File: src/hdl/bpr_pkg.sv
// Purpose: shared constants and types for the bank precharge/refresh block
// Assumes: four banks, commands decoded from sampled command pins
// Notes: timing figures are whole clock cycles at 40 MHz
`default_nettype none
package bpr_pkg;
    localparam int BPR_NUM_BANKS = 4;
    localparam int BPR_ROW_W = 13;
    localparam int BPR_CNT_W = 8;
    localparam int BPR_T_RP = 3;
    localparam int BPR_T_RAS = 8;
    localparam int BPR_T_RCD = 3;
    localparam int BPR_T_WR = 3;
    localparam int BPR_T_RFC = 6;
    localparam int BPR_BURST_CYC = 2;
    localparam int BPR_CAS_LAT = 3;
    localparam logic [BPR_ROW_W-1:0] BPR_REF_ROW_RST = 13'h0000;
    localparam logic [1:0] BPR_BANK_ALL_IDLE = 2'h0;

    typedef enum logic [2:0] {
        BPR_CMD_NOP,
        BPR_CMD_ACT,
        BPR_CMD_RD,
        BPR_CMD_WR,
        BPR_CMD_PRE,
        BPR_CMD_REF
    } bpr_cmd_type;

    typedef enum logic [1:0] {
        BPR_ST_IDLE,
        BPR_ST_OPEN,
        BPR_ST_AP_WAIT,
        BPR_ST_PRECH
    } bpr_state_type;

    // command as presented to the device on one clock edge
    typedef struct packed {
        logic cs_n;
        logic ras_n;
        logic cas_n;
        logic we_n;
        logic precharge_all_select;
        logic bank_select_bit1;
        logic bank_select_bit0;
    } bpr_cmd_pins_type;
endpackage : bpr_pkg
`default_nettype wire

File: src/hdl/bpr_top.sv
// Purpose: per-bank open/idle tracking, precharge, auto precharge, refresh
// Assumes: command pins come from the controller's clock domain via pins
// Notes: data output enable is held off during refresh, not during precharge
`default_nettype none

// What this block does
// - precharge closes row, bank ready after row_precharge_time
// - all-select high hits every bank, else one
// - precharge of idle or precharging bank ignored
// - read/write with all-select high auto-precharges bank
// - auto precharge applies to that command only
// - auto precharge starts at earliest legal time
// - read auto precharge waits for burst data
// - write auto precharge starts after write recovery
// - internal precharge waits for row_active_time
// - commands to other banks proceed during auto precharge
// - refresh rows come from internal counter
// - refresh period lasts refresh_cycle_time from command
// - data outputs stay high impedance during refresh
module bpr_top #(
    parameter int T_RP = bpr_pkg::BPR_T_RP,
    parameter int T_RAS = bpr_pkg::BPR_T_RAS,
    parameter int T_RCD = bpr_pkg::BPR_T_RCD,
    parameter int T_WR = bpr_pkg::BPR_T_WR,
    parameter int T_RFC = bpr_pkg::BPR_T_RFC
) (
    input wire logic I_SYS_CLK,
    input wire logic I_RST_B,
    input wire logic I_CKE,
    input wire bpr_pkg::bpr_cmd_pins_type I_CMD,
    output logic [bpr_pkg::BPR_NUM_BANKS-1:0] O_BANK_OPEN,
    output logic [bpr_pkg::BPR_NUM_BANKS-1:0] O_BANK_PRECH,
    output logic O_REFRESH_BUSY,
    output logic O_REFRESH_STROBE,
    output logic [bpr_pkg::BPR_ROW_W-1:0] O_REFRESH_ROW,
    output logic O_DQ_OE_B
);
    import bpr_pkg::*;

    localparam int NB = BPR_NUM_BANKS;
    localparam int CW = BPR_CNT_W;
    localparam int RD_AP_CYC = BPR_BURST_CYC;
    localparam int WR_AP_CYC = BPR_BURST_CYC + 1 + T_WR;

    // refuse timings the counters cannot hold
    if (T_RP < 1 || T_RAS < 1 || T_RCD < 1 ||
        T_WR < 1 || T_RFC < 1) begin : g_min_chk
        $error("timing parameters must be at least one cycle");
    end
    if (T_RP >= (1 << CW) || T_RAS >= (1 << CW) || T_RFC >= (1 << CW) ||
        WR_AP_CYC >= (1 << CW)) begin : g_max_chk
        $error("timing parameters exceed counter width");
    end

    // two-stage synchronisers on pin inputs
    bpr_cmd_pins_type cmd_s1_q, cmd_s2_q;
    logic cke_s1_q, cke_s2_q;
    always_ff @(posedge I_SYS_CLK) begin
        if (!I_RST_B) begin
            cmd_s1_q <= '1;
            cmd_s2_q <= '1;
            cke_s1_q <= 1'b0;
            cke_s2_q <= 1'b0;
        end else begin
            cmd_s1_q <= I_CMD;
            cmd_s2_q <= cmd_s1_q;
            cke_s1_q <= I_CKE;
            cke_s2_q <= cke_s1_q;
        end
    end

    function automatic bpr_cmd_type decode(input bpr_cmd_pins_type p,
                                           input logic cke);
        bpr_cmd_type c;
        c = BPR_CMD_NOP;
        if (cke && !p.cs_n) begin
            case ({p.ras_n, p.cas_n, p.we_n})
                3'h3: c = BPR_CMD_ACT;
                3'h5: c = BPR_CMD_RD;
                3'h4: c = BPR_CMD_WR;
                3'h2: c = BPR_CMD_PRE;
                3'h1: c = BPR_CMD_REF;
                default: c = BPR_CMD_NOP;
            endcase
        end
        return c;
    endfunction : decode

    bpr_cmd_type cmd;
    logic [1:0] cmd_bank;
    assign cmd = decode(cmd_s2_q, cke_s2_q);
    assign cmd_bank = {cmd_s2_q.bank_select_bit1, cmd_s2_q.bank_select_bit0};

    // refresh timer and internal row counter
    logic [CW-1:0] rfc_cnt_q, rfc_cnt_d;
    logic [BPR_ROW_W-1:0] ref_row_q, ref_row_d;
    logic ref_stb_q, ref_stb_d;
    logic ref_busy_q, ref_busy_d;
    logic [CW-1:0] ref_len_q, ref_len_d;
    always_comb begin
        rfc_cnt_d = rfc_cnt_q;
        ref_row_d = ref_row_q;
        ref_stb_d = 1'b0;
        // cycles of the running refresh period, for the length checks
        ref_len_d = ref_busy_q ? ref_len_q + 1'b1 : '0;
        if (rfc_cnt_q != '0)
            rfc_cnt_d = rfc_cnt_q - 1'b1;
        else if (cmd == BPR_CMD_REF) begin
            rfc_cnt_d = CW'(T_RFC);
            ref_row_d = ref_row_q + 1'b1;
            ref_stb_d = 1'b1;
        end
        ref_busy_d = (rfc_cnt_d != '0);
    end
    always_ff @(posedge I_SYS_CLK) begin
        if (!I_RST_B) begin
            rfc_cnt_q <= '0;
            ref_row_q <= BPR_REF_ROW_RST;
            ref_stb_q <= 1'b0;
            ref_busy_q <= 1'b0;
            ref_len_q <= '0;
        end else begin
            rfc_cnt_q <= rfc_cnt_d;
            ref_row_q <= ref_row_d;
            ref_stb_q <= ref_stb_d;
            ref_busy_q <= ref_busy_d;
            ref_len_q <= ref_len_d;
        end
    end

    // per-bank state machines
    bpr_state_type st_q [NB];
    bpr_state_type st_d [NB];
    logic [CW-1:0] ras_q [NB];
    logic [CW-1:0] ras_d [NB];
    logic [CW-1:0] tmr_q [NB];
    logic [CW-1:0] tmr_d [NB];
    logic [NB-1:0] open_q, prech_q;
    logic data_busy_d;
    logic [CW-1:0] data_cnt_q, data_cnt_d;

    genvar b;
    generate
        for (b = 0; b < NB; b++) begin : g_bank
            logic hit, pre_hit;
            assign hit = (cmd_bank == 2'(b));  // per-bank decode
            // all-select widens a precharge to every bank
            assign pre_hit = (cmd == BPR_CMD_PRE) &&
                             (cmd_s2_q.precharge_all_select || hit);
            always_comb begin
                st_d[b] = st_q[b];
                ras_d[b] = (ras_q[b] != '0) ? ras_q[b] - 1'b1 : ras_q[b];
                tmr_d[b] = (tmr_q[b] != '0) ? tmr_q[b] - 1'b1 : tmr_q[b];
                case (st_q[b])
                    BPR_ST_IDLE: begin
                        // precharge of an idle bank does nothing
                        if (cmd == BPR_CMD_ACT && hit) begin
                            st_d[b] = BPR_ST_OPEN;
                            ras_d[b] = CW'(T_RAS - 1);
                        end
                    end
                    BPR_ST_OPEN: begin
                        if (pre_hit) begin
                            st_d[b] = BPR_ST_PRECH;
                            tmr_d[b] = CW'(T_RP - 1);
                        end else if ((cmd == BPR_CMD_RD || cmd == BPR_CMD_WR)
                                     && hit
                                     && cmd_s2_q.precharge_all_select) begin
                            st_d[b] = BPR_ST_AP_WAIT;
                            tmr_d[b] = (cmd == BPR_CMD_RD) ?
                                CW'(RD_AP_CYC - 1) : CW'(WR_AP_CYC - 1);
                        end
                    end
                    BPR_ST_AP_WAIT: begin
                        // wait access end and row active time
                        if (tmr_q[b] == '0 && ras_q[b] == '0) begin
                            st_d[b] = BPR_ST_PRECH;
                            tmr_d[b] = CW'(T_RP - 1);
                        end
                    end
                    BPR_ST_PRECH: begin
                        if (tmr_q[b] == '0)
                            st_d[b] = BPR_ST_IDLE;
                    end
                    default: st_d[b] = BPR_ST_IDLE;
                endcase
            end
            always_ff @(posedge I_SYS_CLK) begin
                if (!I_RST_B) begin
                    st_q[b] <= BPR_ST_IDLE;
                    ras_q[b] <= '0;
                    tmr_q[b] <= '0;
                    open_q[b] <= 1'b0;
                    prech_q[b] <= 1'b0;
                end else begin
                    st_q[b] <= st_d[b];
                    ras_q[b] <= ras_d[b];
                    tmr_q[b] <= tmr_d[b];
                    open_q[b] <= (st_d[b] == BPR_ST_OPEN) ||
                                 (st_d[b] == BPR_ST_AP_WAIT);
                    prech_q[b] <= (st_d[b] == BPR_ST_PRECH);
                end
            end

            // cycles spent in the precharge period, for the length checks
            logic [CW-1:0] ph_cnt_q, ph_cnt_d;
            always_comb begin
                ph_cnt_d = '0;
                if (st_q[b] == BPR_ST_PRECH)
                    ph_cnt_d = ph_cnt_q + 1'b1;
            end
            always_ff @(posedge I_SYS_CLK) begin
                if (!I_RST_B)
                    ph_cnt_q <= '0;
                else
                    ph_cnt_q <= ph_cnt_d;
            end

            // an explicit precharge leads to idle after T_RP cycles
            prech_len_a: assert property (@(posedge I_SYS_CLK)
                disable iff (!I_RST_B)
                (st_q[b] == BPR_ST_OPEN && pre_hit) |=>
                (st_q[b] == BPR_ST_PRECH && ph_cnt_q == '0))
                else $error("bank precharge did not start");
            prech_hold_a: assert property (@(posedge I_SYS_CLK)
                disable iff (!I_RST_B)
                (st_q[b] == BPR_ST_PRECH && ph_cnt_q < CW'(T_RP - 1)) |=>
                st_q[b] == BPR_ST_PRECH)
                else $error("bank precharge ended early");
            prech_end_a: assert property (@(posedge I_SYS_CLK)
                disable iff (!I_RST_B)
                (st_q[b] == BPR_ST_PRECH && ph_cnt_q == CW'(T_RP - 1)) |=>
                st_q[b] == BPR_ST_IDLE)
                else $error("bank precharge ended late");
            idle_pre_a: assert property (@(posedge I_SYS_CLK)
                disable iff (!I_RST_B)
                (st_q[b] == BPR_ST_IDLE && cmd != BPR_CMD_ACT) |=>
                st_q[b] == BPR_ST_IDLE)
                else $error("idle bank left idle without activate");
            ras_lock_a: assert property (@(posedge I_SYS_CLK)
                disable iff (!I_RST_B)
                (st_q[b] == BPR_ST_AP_WAIT && ras_q[b] != '0) |=>
                st_q[b] != BPR_ST_PRECH)
                else $error("auto precharge before row active time");
            ap_start_a: assert property (@(posedge I_SYS_CLK)
                disable iff (!I_RST_B)
                (st_q[b] == BPR_ST_AP_WAIT && tmr_q[b] == '0 &&
                 ras_q[b] == '0) |=> st_q[b] == BPR_ST_PRECH)
                else $error("auto precharge start late");
            ap_arm_a: assert property (@(posedge I_SYS_CLK)
                disable iff (!I_RST_B)
                (st_q[b] == BPR_ST_OPEN && hit && cmd == BPR_CMD_WR &&
                 cmd_s2_q.precharge_all_select && !pre_hit) |=>
                st_q[b] == BPR_ST_AP_WAIT)
                else $error("auto precharge not armed");
            no_ap_a: assert property (@(posedge I_SYS_CLK)
                disable iff (!I_RST_B)
                (st_q[b] == BPR_ST_OPEN && !pre_hit &&
                 !cmd_s2_q.precharge_all_select) |=>
                st_q[b] == BPR_ST_OPEN)
                else $error("auto precharge persisted");
            wr_rec_a: assert property (@(posedge I_SYS_CLK)
                disable iff (!I_RST_B)
                (st_q[b] == BPR_ST_OPEN && hit && cmd == BPR_CMD_WR &&
                 cmd_s2_q.precharge_all_select) |=>
                st_q[b] == BPR_ST_AP_WAIT [*4])
                else $error("write auto precharge before recovery");
        end
    endgenerate

    // data bus busy window for read/write bursts
    always_comb begin
        data_cnt_d = (data_cnt_q != '0) ? data_cnt_q - 1'b1 : data_cnt_q;
        data_busy_d = (data_cnt_q > CW'(1));
        if (cmd == BPR_CMD_RD || cmd == BPR_CMD_WR) begin
            data_cnt_d = CW'(BPR_CAS_LAT + BPR_BURST_CYC);
            data_busy_d = 1'b1;
        end
    end
    always_ff @(posedge I_SYS_CLK) begin
        if (!I_RST_B) begin
            data_cnt_q <= '0;
        end else begin
            data_cnt_q <= data_cnt_d;
        end
    end

    // outputs straight from flip-flops
    logic dq_oe_b_q;
    always_ff @(posedge I_SYS_CLK) begin
        if (!I_RST_B)
            dq_oe_b_q <= 1'b1;
        else  // no drive while refreshing or without a read or write burst
            dq_oe_b_q <= !(data_busy_d && rfc_cnt_d == '0);
    end

    assign O_BANK_OPEN = open_q;
    assign O_BANK_PRECH = prech_q;
    assign O_REFRESH_BUSY = ref_busy_q;
    assign O_REFRESH_STROBE = ref_stb_q;
    assign O_REFRESH_ROW = ref_row_q;
    assign O_DQ_OE_B = dq_oe_b_q;

    rfc_len_a: assert property (@(posedge I_SYS_CLK)
        disable iff (!I_RST_B)
        O_REFRESH_BUSY |-> ref_len_q < CW'(T_RFC))
        else $error("refresh period too long");
    rfc_end_a: assert property (@(posedge I_SYS_CLK)
        disable iff (!I_RST_B)
        $fell(O_REFRESH_BUSY) |-> ref_len_q == CW'(T_RFC))
        else $error("refresh period too short");
    ref_row_a: assert property (@(posedge I_SYS_CLK)
        disable iff (!I_RST_B)
        O_REFRESH_STROBE |-> O_REFRESH_ROW == $past(O_REFRESH_ROW) + 1'b1)
        else $error("refresh row not advanced");
    dq_hiz_a: assert property (@(posedge I_SYS_CLK)
        disable iff (!I_RST_B)
        O_REFRESH_BUSY |-> O_DQ_OE_B)
        else $error("data driven during refresh");
endmodule : bpr_top
`default_nettype wire

File: config.mk
export PLATFORM = sky130hd
export DESIGN_NAME = bpr_top
export DESIGN_NICKNAME = d
export VERILOG_FILES = /design/src/hdl/bpr_pkg.sv /design/src/hdl/bpr_top.sv
export SDC_FILE = /design/constraint.sdc
export NUM_CORES = 1
export LEC_CHECK = 0
export BUFFER_PORTS_ARGS = -buffer_cell sky130_fd_sc_hd__buf_2
export CELL_PAD_IN_SITES_DETAIL_PLACEMENT = 2
export CELL_PAD_IN_SITES_GLOBAL_PLACEMENT = 2
export CORE_UTILIZATION = 41
export CTS_CLUSTER_DIAMETER = 60
export DETAILED_ROUTE_END_ITERATION = 10
export HOLD_SLACK_MARGIN = 0.05
export PLACE_DENSITY_LB_ADDON = 0.08
export SLEW_MARGIN = 20
export SYNTH_ARGS = -nofsm -noshare
export SYNTH_HDL_FRONTEND = slang
export SYNTH_SLANG_ARGS = --single-unit
File: constraint.sdc
create_clock -name I_SYS_CLK -period 4.88 [get_ports I_SYS_CLK]
set_clock_uncertainty 0.05 [all_clocks]
set_input_delay 0.976 -clock I_SYS_CLK [delete_from_list [all_inputs] [get_ports I_SYS_CLK]]
set_output_delay 0.976 -clock I_SYS_CLK [all_outputs]
set_load 0.03 [all_outputs]
==> metrics.md, run 1 <==
| Metric | Value |
|---|---|
| Psw | `1.83 mW` |
| Leakage dissipation | `2.97 nW` |
| Die X | `between 100 and 150 um` |
| Area after DPL | `0.00674 sq mm` |
| Rel. slew slack | `between 50% and 60%` |
| Post-Route WL | `17300 um` |
| Post-synth ARST share | `0%` |
| Syn_nets | `794` |
| Slew Viols, Final | `0` |
| Netlist Area Pre-Place | `0.00641 sq mm` |
| Vias per inst | `5.54` |
| Flops & latches, synth | `approximately 130` |
| Switching share of total power | `38.0%` |
| # rows | `45` |
| Post-CTS Setup Bufs | `0` |
| Port Buf Inserts | `33` |
| Crit path launch type | `register` |
| Max-cap violation count | `0` |
| First-pass GRT wire length | `29200 um` |
| Clk_lat worst skew | `roughly 420 ps` |
| Setup ws final | `about 2000 ps` |
| Crit path kind | `reg2reg` |
| Num Clock Sinks | `roughly 130` |
| Post-cts sizing count | `0` |
| Distinct cells, synth | `65` |
| Setup Slack @ Placement | `~2000 ps` |
| Vias post-DR | `5393` |
| DP Wirelength | `between 10000 and 15000 um` |
| Pwr/cell area | `657 mW/mm^2` |
| Vias in the first global route | `slightly below 6000` |
| Hold buffer count at cts | `0` |
| CTS tree | `yes` |
| Flop pwr share | `33.9%` |
| Drt pass-1 iters | `4` |
| Share of cells above drive strength 1 | `10.1%` |
| Worst Tran Pin Value | `695 ps` |
| Total power draw | `about 4.8 mW` |
| Synth Warn # | `0` |
| WL/cell | `17.7 um` |
| CP arrival | `between 3000 and 4000 ps` |
| Worst Path Max Fanout | `11` |
| Worst path max stage delay | `560 ps` |
| Fin. Hold Viols | `0` |
| Status | `complete, no violations` |
| Largest net degree at the start of global routing | `34` |
| Core Area | `~0.015 sq mm` |
| Worst hold slack | `363 ps` |
| Starting DRT DRC Count | `just under 200` |
| Clk network pwr share | `27.0%` |
| Worst-path clk slew | `60 ps` |
| Nets | `828` |
| Comb pwr share | `39.0%` |
| Int Pwr | `2.99 mW` |
| Gr usage total | `a little under a quarter` |
| Clock Tree Root | `clkbuf_16` |
| Die Height | `approximately 130 um` |
| Setup TNS Final | `0 ps` |
| Max clock buf depth | `2` |
| Final Cell Area | `0.00734 sq mm` |
| Top Ports | `34` |
| Detailed-route DRC error count | `0` |
| RSZ-0062 raised after global routing | `no` |
| # placed instances | `943` |
| CTS buffer count | `17` |
| Setup-failing EPs final | `0` |
| Final non-filler cell total | `between 900 and 1000` |
| Max stage delay cell, worst path | `or4b_4` |
| GRT Residual Overflow | `0` |
| Commonest register cell after synthesis | `dfxtp_1` |
| WP data required | `between 5000 and 6000 ps` |
| Initial antenna violation count | `0` |
| Fin crit share | `58.7%` |
| Die area | `roughly 0.016 sq mm` |
| Syn Inst Count | `740` |
| ANT nets after route | `0` |
| Initial core utilization | `42.1%` |
| Area growth from synthesis to layout | `14.6%` |
| Min cycle time layout | `2860 ps` |
| H-tree depth | `4` |
| Fmax | `349 MHz` |
| Average size of a mapped cell | `8.66 sq um` |
| Worst path cell trace | `inv_1 > ha_1 > or4b_4 > nor4_4 > nand3_2 > or4_1 > a21oi_1` |
| Routability cong. | `~0.81` |
| EDFF count, synth | `0` |
| Post-layout util | `48.3%` |
| Maximum vdd drop | `0.000313 V` |
| Sequential area share after synthesis | `around 40%` |
| Crit end category | `register` |
| Min-Delay Path Class | `reg2reg` |
| # diodes | `0` |
## cell type report
cell class,instances,area (sq um)
Clock inverter,10,135
Timing Repair Buffer,36,188
Fill cell,1653,7860
Inverter,40,150
Clock buffer,21,470
Sequential cell,128,2560
Tap cell,188,235
Multi-Input combinational cell,551,3600
## power by group through the flow
stage,Combinational [mW],Clock [mW],Sequential [mW]
after global routing,2.13,1.38,1.68
after global placement,1.73,0,1.62
after floorplan,1.48,0,1.58
after detailed placement,1.86,0,1.65
final,1.88,1.30,1.64
after CTS,1.92,1.33,1.64
## cell usage in the layout (no fill, tap or decap), types with 6 or more instances in the layout
cell	n
xor2_1	32
or3_1	8
nor3_1	22
a221oi_1	6
ha_1	44
a31oi_1	9
inv_1	39
nand2b_1	23
clkbuf_16	17
o31ai_1	6
o21ai_0	23
nor4_1	17
nor2_1	98
nand4_1	10
nand3_1	28
xnor2_1	37
a21oi_1	39
and3_1	11
buf_2	33
dfxtp_1	128
nand2_1	48
and2_1	20
## synth_stat cells, types with 2 or more instances
cell / count / area, sq um
and4bb_2: 2 / 25.0
dfxtp_1: 128 / 2560
or3_1: 8 / 50.1
nand3_1: 28 / 140
o2bb2ai_1: 2 / 17.5
a2111oi_0: 3 / 26.3
xor2_1: 32 / 280
o2111ai_1: 2 / 17.5
o32ai_1: 3 / 26.3
nor3b_1: 2 / 15.0
clkbuf_1: 16 / 60.1
o32a_1: 2 / 20.0
ha_1: 44 / 551
o21a_1: 4 / 30.0
a211oi_1: 3 / 22.5
o221ai_1: 2 / 17.5
and3_1: 11 / 68.8
a31oi_1: 9 / 56.3
mux2i_1: 3 / 30.0
nor3_1: 22 / 110
a221oi_1: 6 / 52.6
nand4_1: 10 / 62.6
a22o_1: 3 / 26.3
a21oi_1: 39 / 195
o21ai_0: 23 / 115
nand4bb_1: 2 / 22.5
nor4_1: 17 / 106
mux2_2: 2 / 22.5
a21boi_0: 2 / 15.0
nor2_1: 98 / 368
o211ai_1: 5 / 37.5
or2_2: 2 / 12.5
xnor2_1: 37 / 324
o31ai_1: 6 / 45.0
nand2_1: 48 / 180
o22ai_1: 2 / 12.5
nor2b_1: 3 / 18.8
and2_1: 20 / 125
buf_2: 2 / 10.0
nand2b_1: 23 / 144
inv_1: 39 / 146
or4_1: 2 / 15.0
## logic make-up (layout without fill, tap and decap cells)
kind of cell	after synthesis	after routing	share of synthesized area, %
adder cells (fa/ha/maj)	44	44	8.59
flip-flops	128	128	40.0
buffers and inverters	61	107	3.79
AND/OR/NAND/NOR	307	307	24.4
multiplexers	5	5	0.820
XOR/XNOR	69	69	9.43
AO/OA/AOI/OAI	126	126	13.0
## worst max-delay path: cells and delay by family, from the launching register on
family	cells	cell delay, ps
buffers and inverters	1	100
and+or+nand+nor	4	1800
DFF	1	380
AOI/OAI and AO/OA	1	160
adders and majority gates	1	310
## flip-flops by register name, indices dropped and copies added (netlist names)
register / count
O_BANK_PRECH: 4
ras_q: 32
cke_s1_q: 1
O_REFRESH_BUSY: 1
O_BANK_OPEN: 4
st_q: 8
rfc_cnt_q: 8
O_REFRESH_ROW: 13
tmr_q: 32
cmd_bank: 2
cmd_s1_q: 7
O_DQ_OE_B: 1
O_REFRESH_STROBE: 1
cmd_s2_q: 5
cke_s2_q: 1
data_cnt_q: 8
## layer usage
metal  vias to the layer above  share of wire (%)  wire (um)  GRT usage, %
li1                       2634                  -          -             -
met1                      2675                 45       7760          26.5
met2                        68                 51       8820          41.5
met3                        16                2.6        455          4.77
met4                         0                1.3        223          7.00
met5                         -                  0          0             0
## worst paths after layout
| kind | from | end | slack (ps) | depth (start not counted) |
|---|---|---|---|---|
| hold reg to reg | cmd_s1_q[3] | cmd_s2_q[3] | 360 | 1 |
| hold / removal | cmd_s1_q[3] | cmd_s2_q[3] | 360 | 1 |
| setup reg to reg | rfc_cnt_q[0] | O_REFRESH_ROW[12] | 2020 | 7 |
| setup / recovery | rfc_cnt_q[0] | O_REFRESH_ROW[12] | 2020 | 7 |
Note: power is estimated with default switching activity, not from simulation.
==> run 2, diff against run 1 <==
--- a/config.mk
+++ b/config.mk
@@ -5,10 +5,11 @@
 export SDC_FILE = /design/constraint.sdc
 export NUM_CORES = 1
 export LEC_CHECK = 0
+export ABC_AREA = 1
 export BUFFER_PORTS_ARGS = -buffer_cell sky130_fd_sc_hd__buf_2
 export CELL_PAD_IN_SITES_DETAIL_PLACEMENT = 2
 export CELL_PAD_IN_SITES_GLOBAL_PLACEMENT = 2
-export CORE_UTILIZATION = 41
+export CORE_UTILIZATION = 32
 export CTS_CLUSTER_DIAMETER = 60
 export DETAILED_ROUTE_END_ITERATION = 10
 export HOLD_SLACK_MARGIN = 0.05
==> constraint.sdc (replaced) <==
create_clock -name I_SYS_CLK -period 2.6 [get_ports I_SYS_CLK]
set_clock_uncertainty 0.05 [all_clocks]
set_input_delay 0.52 -clock I_SYS_CLK [delete_from_list [all_inputs] [get_ports I_SYS_CLK]]
set_output_delay 0.52 -clock I_SYS_CLK [all_outputs]
set_load 0.03 [all_outputs]
==> run 2 against run 1 <==
Sequential power up 91%. Worst setup slack worse by 1400 ps. Cell count up 30%. Register-to-register slack worse by 1400 ps. Wire length up 3.5%. Non-clock buffer count unchanged. Synthesized cell count up 26%. Worst hold slack worse by 140 ps. First-iteration DRC count down 33%. Combinational power rose to 2.8 times the previous value. Power up 120%.
==> metrics.md, run 2 <==
| Metric | Value |
|---|---|
| Status | `complete, no violations` |
| RSZ-0062 raised after global routing | `no` |
| Average size of a mapped cell | `7.21 sq um (-17%)` |
| Bufs and invs on worst path | `3 (+2)` |
| Initial core utilization | `33.0% (-9.1 points)` |
| Crit path kind | `reg2reg` |
| Multi-input combinational cell area | `0.00370 sq mm (+2.9%)` |
| Top Ports | `34 (unchanged)` |
| EDFF count, synth | `0 (unchanged)` |
| Area growth from synthesis to layout | `15.6%` |
| Largest cells by area after synthesis | `dfxtp_1 38%, nand2_1 12%, nor2_1 8.4%` |
| Worst hold slack | `228 ps (-135 ps)` |
| Syn_nets | `989 (+25%)` |
| Num Clock Sinks | `128 (unchanged)` |
| Flops & latches, synth | `128 (unchanged)` |
| Netlist Area Pre-Place | `0.00675 sq mm (+5.3%)` |
| Int Pwr | `5.90 mW (+97%)` |
| Worst Setup SP | `cmd_s2_q[4]` |
| Setup TNS Final | `0 ps (unchanged)` |
| Final non-filler cell total | `1263 (+30%)` |
| Post-Route WL | `17900 um (+3.5%)` |
| Worst path max stage delay | `340 ps (-220 ps)` |
| Worst Tran Pin Value | `529 ps (-166 ps)` |
| Gr usage total | `17.7% (-5.0 points)` |
| Vias per inst | `4.72 (-15%)` |
| Max clock buf depth | `2 (unchanged)` |
| WP data required | `2870 ps (-2300 ps)` |
| Area share of the largest cell type after synthesis | `38.0% (-2.0 points)` |
| First-pass GRT wire length | `30800 um (+5.5%)` |
| Die Height | `147 um (+16%)` |
| Detailed-route DRC error count | `0 (unchanged)` |
| Leakage dissipation | `3.72 nW (+25%)` |
| FILL cells | `2431 (+47%)` |
| Post-cts sizing count | `0 (unchanged)` |
| Reg-to-reg endpoint | `O_BANK_OPEN[0]` |
| Commonest non-fill, non-tap cells in the layout | `207 x nand2_1, 151 x nor2_1, 128 x dfxtp_1` |
| Min-Delay Path Class | `in2reg` |
| Commonest register cell after synthesis | `dfxtp_1` |
| CP arrival | `2280 ps (-880 ps)` |
| Max-cap violation count | `0 (unchanged)` |
| Core Area | `0.0204 sq mm (+34%)` |
| Worst-path clk slew | `60 ps (about the same)` |
| Crit end category | `register` |
| Commonest cells post-synth | `207 x nand2_1, 151 x nor2_1, 128 x dfxtp_1` |
| WL/cell | `14.1 um (-20%)` |
| Switching share of total power | `44.5% (+6.5 points)` |
| Clk network pwr share | `21.5% (-5.5 points)` |
| Reg-to-reg setup timing slack | `590 ps (-1430 ps)` |
| Flop pwr share | `29.5% (-4.4 points)` |
| GRT Residual Overflow | `0 (unchanged)` |
| Fin crit share | `77.4% (+19 points)` |
| # diodes | `0 (unchanged)` |
| Share of cells above drive strength 1 | `12.5% (+2.4 points)` |
| Die X | `147 um (+16%)` |
| Vias post-DR | `5957 (+10%)` |
| Starting DRT DRC Count | `132 (-33%)` |
| Routability cong. | `0.725 (-10%)` |
| Syn Inst Count | `935 (+26%)` |
| Yosys top cell by area | `dfxtp_1` |
| Hold buffer count at cts | `0 (unchanged)` |
| Critical path depth | `13 (+6)` |
| Distinct cells, synth | `37 (-43%)` |
| Commonest non-fill, non-tap cell in the layout | `nand2_1` |
| Drt pass-1 iters | `4 (unchanged)` |
| CTS buffer count | `17 (unchanged)` |
| Min cycle time layout | `2010 ps (-851 ps)` |
| Comb pwr share | `49.0% (+10 points)` |
| FF-to-FF path depth | `13 (+6)` |
| Fin. Hold Viols | `0 (unchanged)` |
| Most frequent cell after synthesis | `nand2_1` |
| Rel. slew slack | `64.7% (+11 points)` |
| Worst path cell trace | `inv_2 > nand2_1 > nor2_4 > nand3_2 > nand2_1 > nor2_1 > nor2_1 > nand2_1 > nand2_1 > inv_2 > ha_1 > nand2_1 > inv_1` |
| Maximum vdd drop | `0.000451 V (+44%)` |
| Initial antenna violation count | `0 (unchanged)` |
| Synth Warn # | `0 (unchanged)` |
| Crit path launch type | `register` |
| Post-CTS Setup Bufs | `0 (unchanged)` |
| HP Start | `I_CMD[3]` |
| Nets | `1034 (+25%)` |
| Setup-failing EPs final | `0 (unchanged)` |
| DP Wirelength | `13100 um (+7.9%)` |
| H-tree depth | `4 (unchanged)` |
| CTS tree | `yes` |
| Pwr/cell area | `1360 mW/mm^2 (+110%)` |
| Vias in the first global route | `6441 (+8.2%)` |
| Psw | `4.73 mW (+160%)` |
| Clock Tree Root | `clkbuf_16` |
| Fmax | `497 MHz (+42%)` |
| Sequential area share after synthesis | `38.0% (-2.0 points)` |
| # placed instances | `1231 (+31%)` |
| Clk_lat worst skew | `420 ps (about the same)` |
| Max stage delay cell, worst path | `dfxtp_1` |
| ANT nets after route | `0 (unchanged)` |
| CP delay by family, top | `simple AND/OR/NAND/NOR gates` |
| Most frequent CP cell | `nand2_1` |
| # rows | `52 (+16%)` |
| CP endpoint | `O_BANK_OPEN[0]` |
| Reg area | `0.00256 sq mm (unchanged)` |
| Worst Path Max Fanout | `9 (-2)` |
| Port Buf Inserts | `33 (unchanged)` |
| Slew Viols, Final | `0 (unchanged)` |
| Post-synth ARST share | `0% (unchanged)` |
| Die area | `0.0217 sq mm (+34%)` |
| Worst r2r src | `cmd_s2_q[4]` |
| Largest net degree at the start of global routing | `45 (+32%)` |
==> run 2: power by group through the flow <==
stage / sequential (mW) / clock [mW] / combinational [mW]
global placement: 3.15 / 0 / 5.08
CTS: 3.15 / 2.37 / 5.36
detailed placement: 3.17 / 0 / 5.24
floorplan: 3.12 / 0 / 4.03
global route: 3.22 / 2.45 / 6.10
finish: 3.13 / 2.28 / 5.21
==> run 2: worst min path at each step <==
stage | cells after the start | slack (ps) | endpoint
after global routing | 2 | 210 | cmd_s1_q[3]
after detailed placement | 1 | 360 | cmd_s2_q[6]
after global placement | 2 | 350 | cke_s2_q
final | 2 | 230 | cmd_s1_q[3]
after floorplan | 2 | 340 | cke_s2_q
after CTS | 2 | 210 | cmd_s1_q[3]
==> run 2: metrics by stage <==
| step | area [sq um] | power [mW] | utilization (%) | worst slack (ps) |
|---|---|---|---|---|
| floorplan | 6750 | 7.15 | - | 920 |
| global placement | 7240 | 8.23 | 35.5 | 597 |
| detailed placement | 7240 | 8.41 | 35.5 | 573 |
| CTS | 7800 | 10.9 | 38.2 | 560 |
| global route | 7800 | 11.8 | 38.2 | 298 |
| finish | 7800 | 10.6 | 38.2 | 587 |
==> run 2: layout make-up <==
cell class,count,area share (%)
multi-input combinational,680,47.5
sequential,128,32.9
clock buffer,19,5.68
inverter,117,5.63
tap,270,4.33
timing repair buffer,36,2.57
clock inverter,13,1.44
==> run 2: kinds of logic (layout without fill, tap and decap cells) <==
group,Yosys count,after routing,share of synthesized area (%)
buffers and inverters,127,185,7.09
adders and majority gates,44,44,8.16
DFF,128,128,38.0
xor gates and xnor gates,60,60,7.79
AOI/OAI and AO/OA,94,94,7.49
and+or+nand+nor,482,482,31.5
==> run 2: per-layer routing <==
metal	track usage [%]	part of all wire, %
met1	22.5	49
met2	30.6	48
met3	3.63	1.7
met4	4.07	0.76
met5	0	0
==> run 3, diff against run 2 <==
--- a/config.mk
+++ b/config.mk
@@ -9,7 +9,7 @@
 export BUFFER_PORTS_ARGS = -buffer_cell sky130_fd_sc_hd__buf_2
 export CELL_PAD_IN_SITES_DETAIL_PLACEMENT = 2
 export CELL_PAD_IN_SITES_GLOBAL_PLACEMENT = 2
-export CORE_UTILIZATION = 32
+export CORE_UTILIZATION = 36
 export CTS_CLUSTER_DIAMETER = 60
 export DETAILED_ROUTE_END_ITERATION = 10
 export HOLD_SLACK_MARGIN = 0.05
==> constraint.sdc (replaced) <==
create_clock -name I_SYS_CLK -period 2 [get_ports I_SYS_CLK]
set_clock_uncertainty 0.05 [all_clocks]
set_input_delay 0.4 -clock I_SYS_CLK [delete_from_list [all_inputs] [get_ports I_SYS_CLK]]
set_output_delay 0.4 -clock I_SYS_CLK [all_outputs]
set_load 0.03 [all_outputs]
==> run 3 against run 2 <==
Global-route usage grew 2.5 points. Fmax is 6.9% higher. Sequential cell count did not move. Register-to-register slack worse by 470 ps. Core utilization grew 5.3 points. Critical path depth fell by 5. Sequential power grew 30%. Critical endpoint is now tmr_q[3][3].
==> metrics.md, run 3 (synthesis results as in run 2) <==
| Metric | Value |
|---|---|
| Status | `complete, no violations` |
| Max-cap violation count | `0 (unchanged)` |
| Share of cells above drive strength 1 | `14.9% (+2.4 points)` |
| Worst hold slack | `118 ps (-110 ps)` |
| GRT Residual Overflow | `0 (unchanged)` |
| Vias in the first global route | `6598 (+2.4%)` |
| Clk_lat worst skew | `420 ps (about the same)` |
| Rel. slew slack | `69.7% (+5.0 points)` |
| Nets | `1046 (+1.2%)` |
| # rows | `49 (-5.8%)` |
| DP Wirelength | `13400 um (+1.8%)` |
| Starting DRT DRC Count | `139 (+5.3%)` |
| RSZ-0062 raised after global routing | `yes` |
| Slew Viols, Final | `0 (unchanged)` |
| Max clock buf depth | `2 (unchanged)` |
| Clock Tree Root | `clkbuf_16` |
| Crit path kind | `reg2reg` |
| Die Height | `139 um (-5.6%)` |
| Top Ports | `34 (unchanged)` |
| Fin crit share | `94.2% (+17 points)` |
| Leakage dissipation | `3.78 nW (+1.5%)` |
| Vias post-DR | `5980 (+0.39%)` |
| Crit path launch type | `register` |
| Int Pwr | `7.93 mW (+34%)` |
| Worst-path clk slew | `50 ps (about the same)` |
| Min-Delay Path Class | `in2reg` |
| Area growth from synthesis to layout | `17.0%` |
| Maximum vdd drop | `0.000658 V (+46%)` |
| Pwr/cell area | `1800 mW/mm^2 (+32%)` |
| CTS tree | `yes` |
| Core Area | `0.0181 sq mm (-11%)` |
| Drt pass-1 iters | `4 (unchanged)` |
| CTS buffer count | `17 (unchanged)` |
| Setup-failing EPs final | `0 (unchanged)` |
| Worst Setup SP | `st_q[3][0]` |
| Die X | `139 um (-5.6%)` |
| FILL cells | `2153 (-11%)` |
| Multi-input combinational cell area | `0.00376 sq mm (+1.6%)` |
| Largest net degree at the start of global routing | `45 (unchanged)` |
| Switching share of total power | `44.0% (-0.48 points)` |
| H-tree depth | `4 (unchanged)` |
| # diodes | `0 (unchanged)` |
| Clk network pwr share | `20.9% (-0.6 points)` |
| Min cycle time layout | `1880 ps (-130 ps)` |
| Psw | `6.24 mW (+32%)` |
| Fmax | `531 MHz (+6.9%)` |
| Port Buf Inserts | `33 (unchanged)` |
| CP arrival | `2180 ps (-100 ps)` |
| Die area | `0.0193 sq mm (-11%)` |
| Hold buffer count at cts | `0 (unchanged)` |
| Detailed-route DRC error count | `0 (unchanged)` |
| HP Start | `I_CMD[5]` |
| Initial core utilization | `37.2% (+4.2 points)` |
| Fin. Hold Viols | `0 (unchanged)` |
| Routability cong. | `0.764 (+5.4%)` |
| Crit end category | `register` |
| ANT nets after route | `0 (unchanged)` |
| Commonest non-fill, non-tap cell in the layout | `nand2_1` |
| Worst Path Max Fanout | `6 (-3)` |
| First-pass GRT wire length | `31500 um (+2.2%)` |
| Vias per inst | `4.85 (+2.9%)` |
| Flop pwr share | `28.8% (-0.7 points)` |
| Num Clock Sinks | `128 (unchanged)` |
| Worst r2r src | `st_q[3][0]` |
| Comb pwr share | `50.3% (+1.3 points)` |
| Setup TNS Final | `0 ps (unchanged)` |
| WL/cell | `14.6 um (+3.6%)` |
| Initial antenna violation count | `0 (unchanged)` |
| Gr usage total | `20.2% (+2.5 points)` |
| Reg area | `0.00257 sq mm (+0.20%)` |
| Post-Route WL | `18000 um (+1.0%)` |
| WP data required | `2300 ps (-570 ps)` |
| Commonest non-fill, non-tap cells in the layout | `202 x nand2_1, 148 x nor2_1, 124 x dfxtp_1` |
| Worst Tran Pin Value | `453 ps (-75.4 ps)` |
## run 3: path summary, 6_finish.rpt
kind                               endpoint  slack (ps)  cells after the start
worst min-delay path            cmd_s1_q[5]         120                      2
worst max-delay path            tmr_q[3][3]         120                      8
worst max register to register  tmr_q[3][3]         120                      8
worst min register to register  cmd_s2_q[2]         370                      1
## run 3: power by group through the flow
stage	Combinational [mW]	Clock, mW	Sequential, mW
6_report	7.13	2.96	4.08
5_1_grt	8.26	3.16	4.19
4_1_cts	7.22	3.07	4.08
3_5_place_dp	7.05	0	4.11
3_3_place_gp	6.75	0	4.09
2_1_floorplan	5.24	0	4.06
## run 3: layout make-up
cell class / instances / area share (%)
clock inverters: 10 / 1.46
repair buffers: 47 / 3.58
well taps: 229 / 3.63
inverters: 117 / 5.57
multi-input cells: 681 / 47.7
flip-flops and latches: 128 / 32.5
clock buffers: 20 / 5.53
## run 3: worst max-delay path: stages, from the launching register on
cell and delay, ps:
dfxtp_1 380, inv_1 140, ha_1 370, nand2_1 90
a31oi_1 310, nand2_1 100, nand2_1 110, nand2_1 140
nor2_1 120
## run 3: through the flow
step	instance area, sq um	utilization (%)	total power [mW]	worst slack [ps]	instances
finish	7890	43.5	14.2	117	1232
global route	7890	43.5	15.6	-35.8	1232
CTS	7820	43.1	14.4	8.55	1230
detailed placement	7270	40.1	11.2	104	1200
global placement	7270	40.1	10.8	155	1200
floorplan	6750	-	9.30	320	935
## run 3: timing repair
item | CTS | global route
cloned | 0 | 1
pin swaps | 0 | 4
buffers inserted | 0 | 1
resized for setup | 1 | 20
endpoints found under the hold margin | 0 | 0
endpoints found under the setup margin | 1 | 13
## run 3: metal layers
layer	up-vias	wire, um	part of all wire (%)	GRT usage, %
met5	-	0	0	0
met4	0	176	0.98	5.79
met3	19	301	1.7	4.01
met2	33	8920	49	35.6
met1	2877	8650	48	24.9
li1	3051	-	-	-
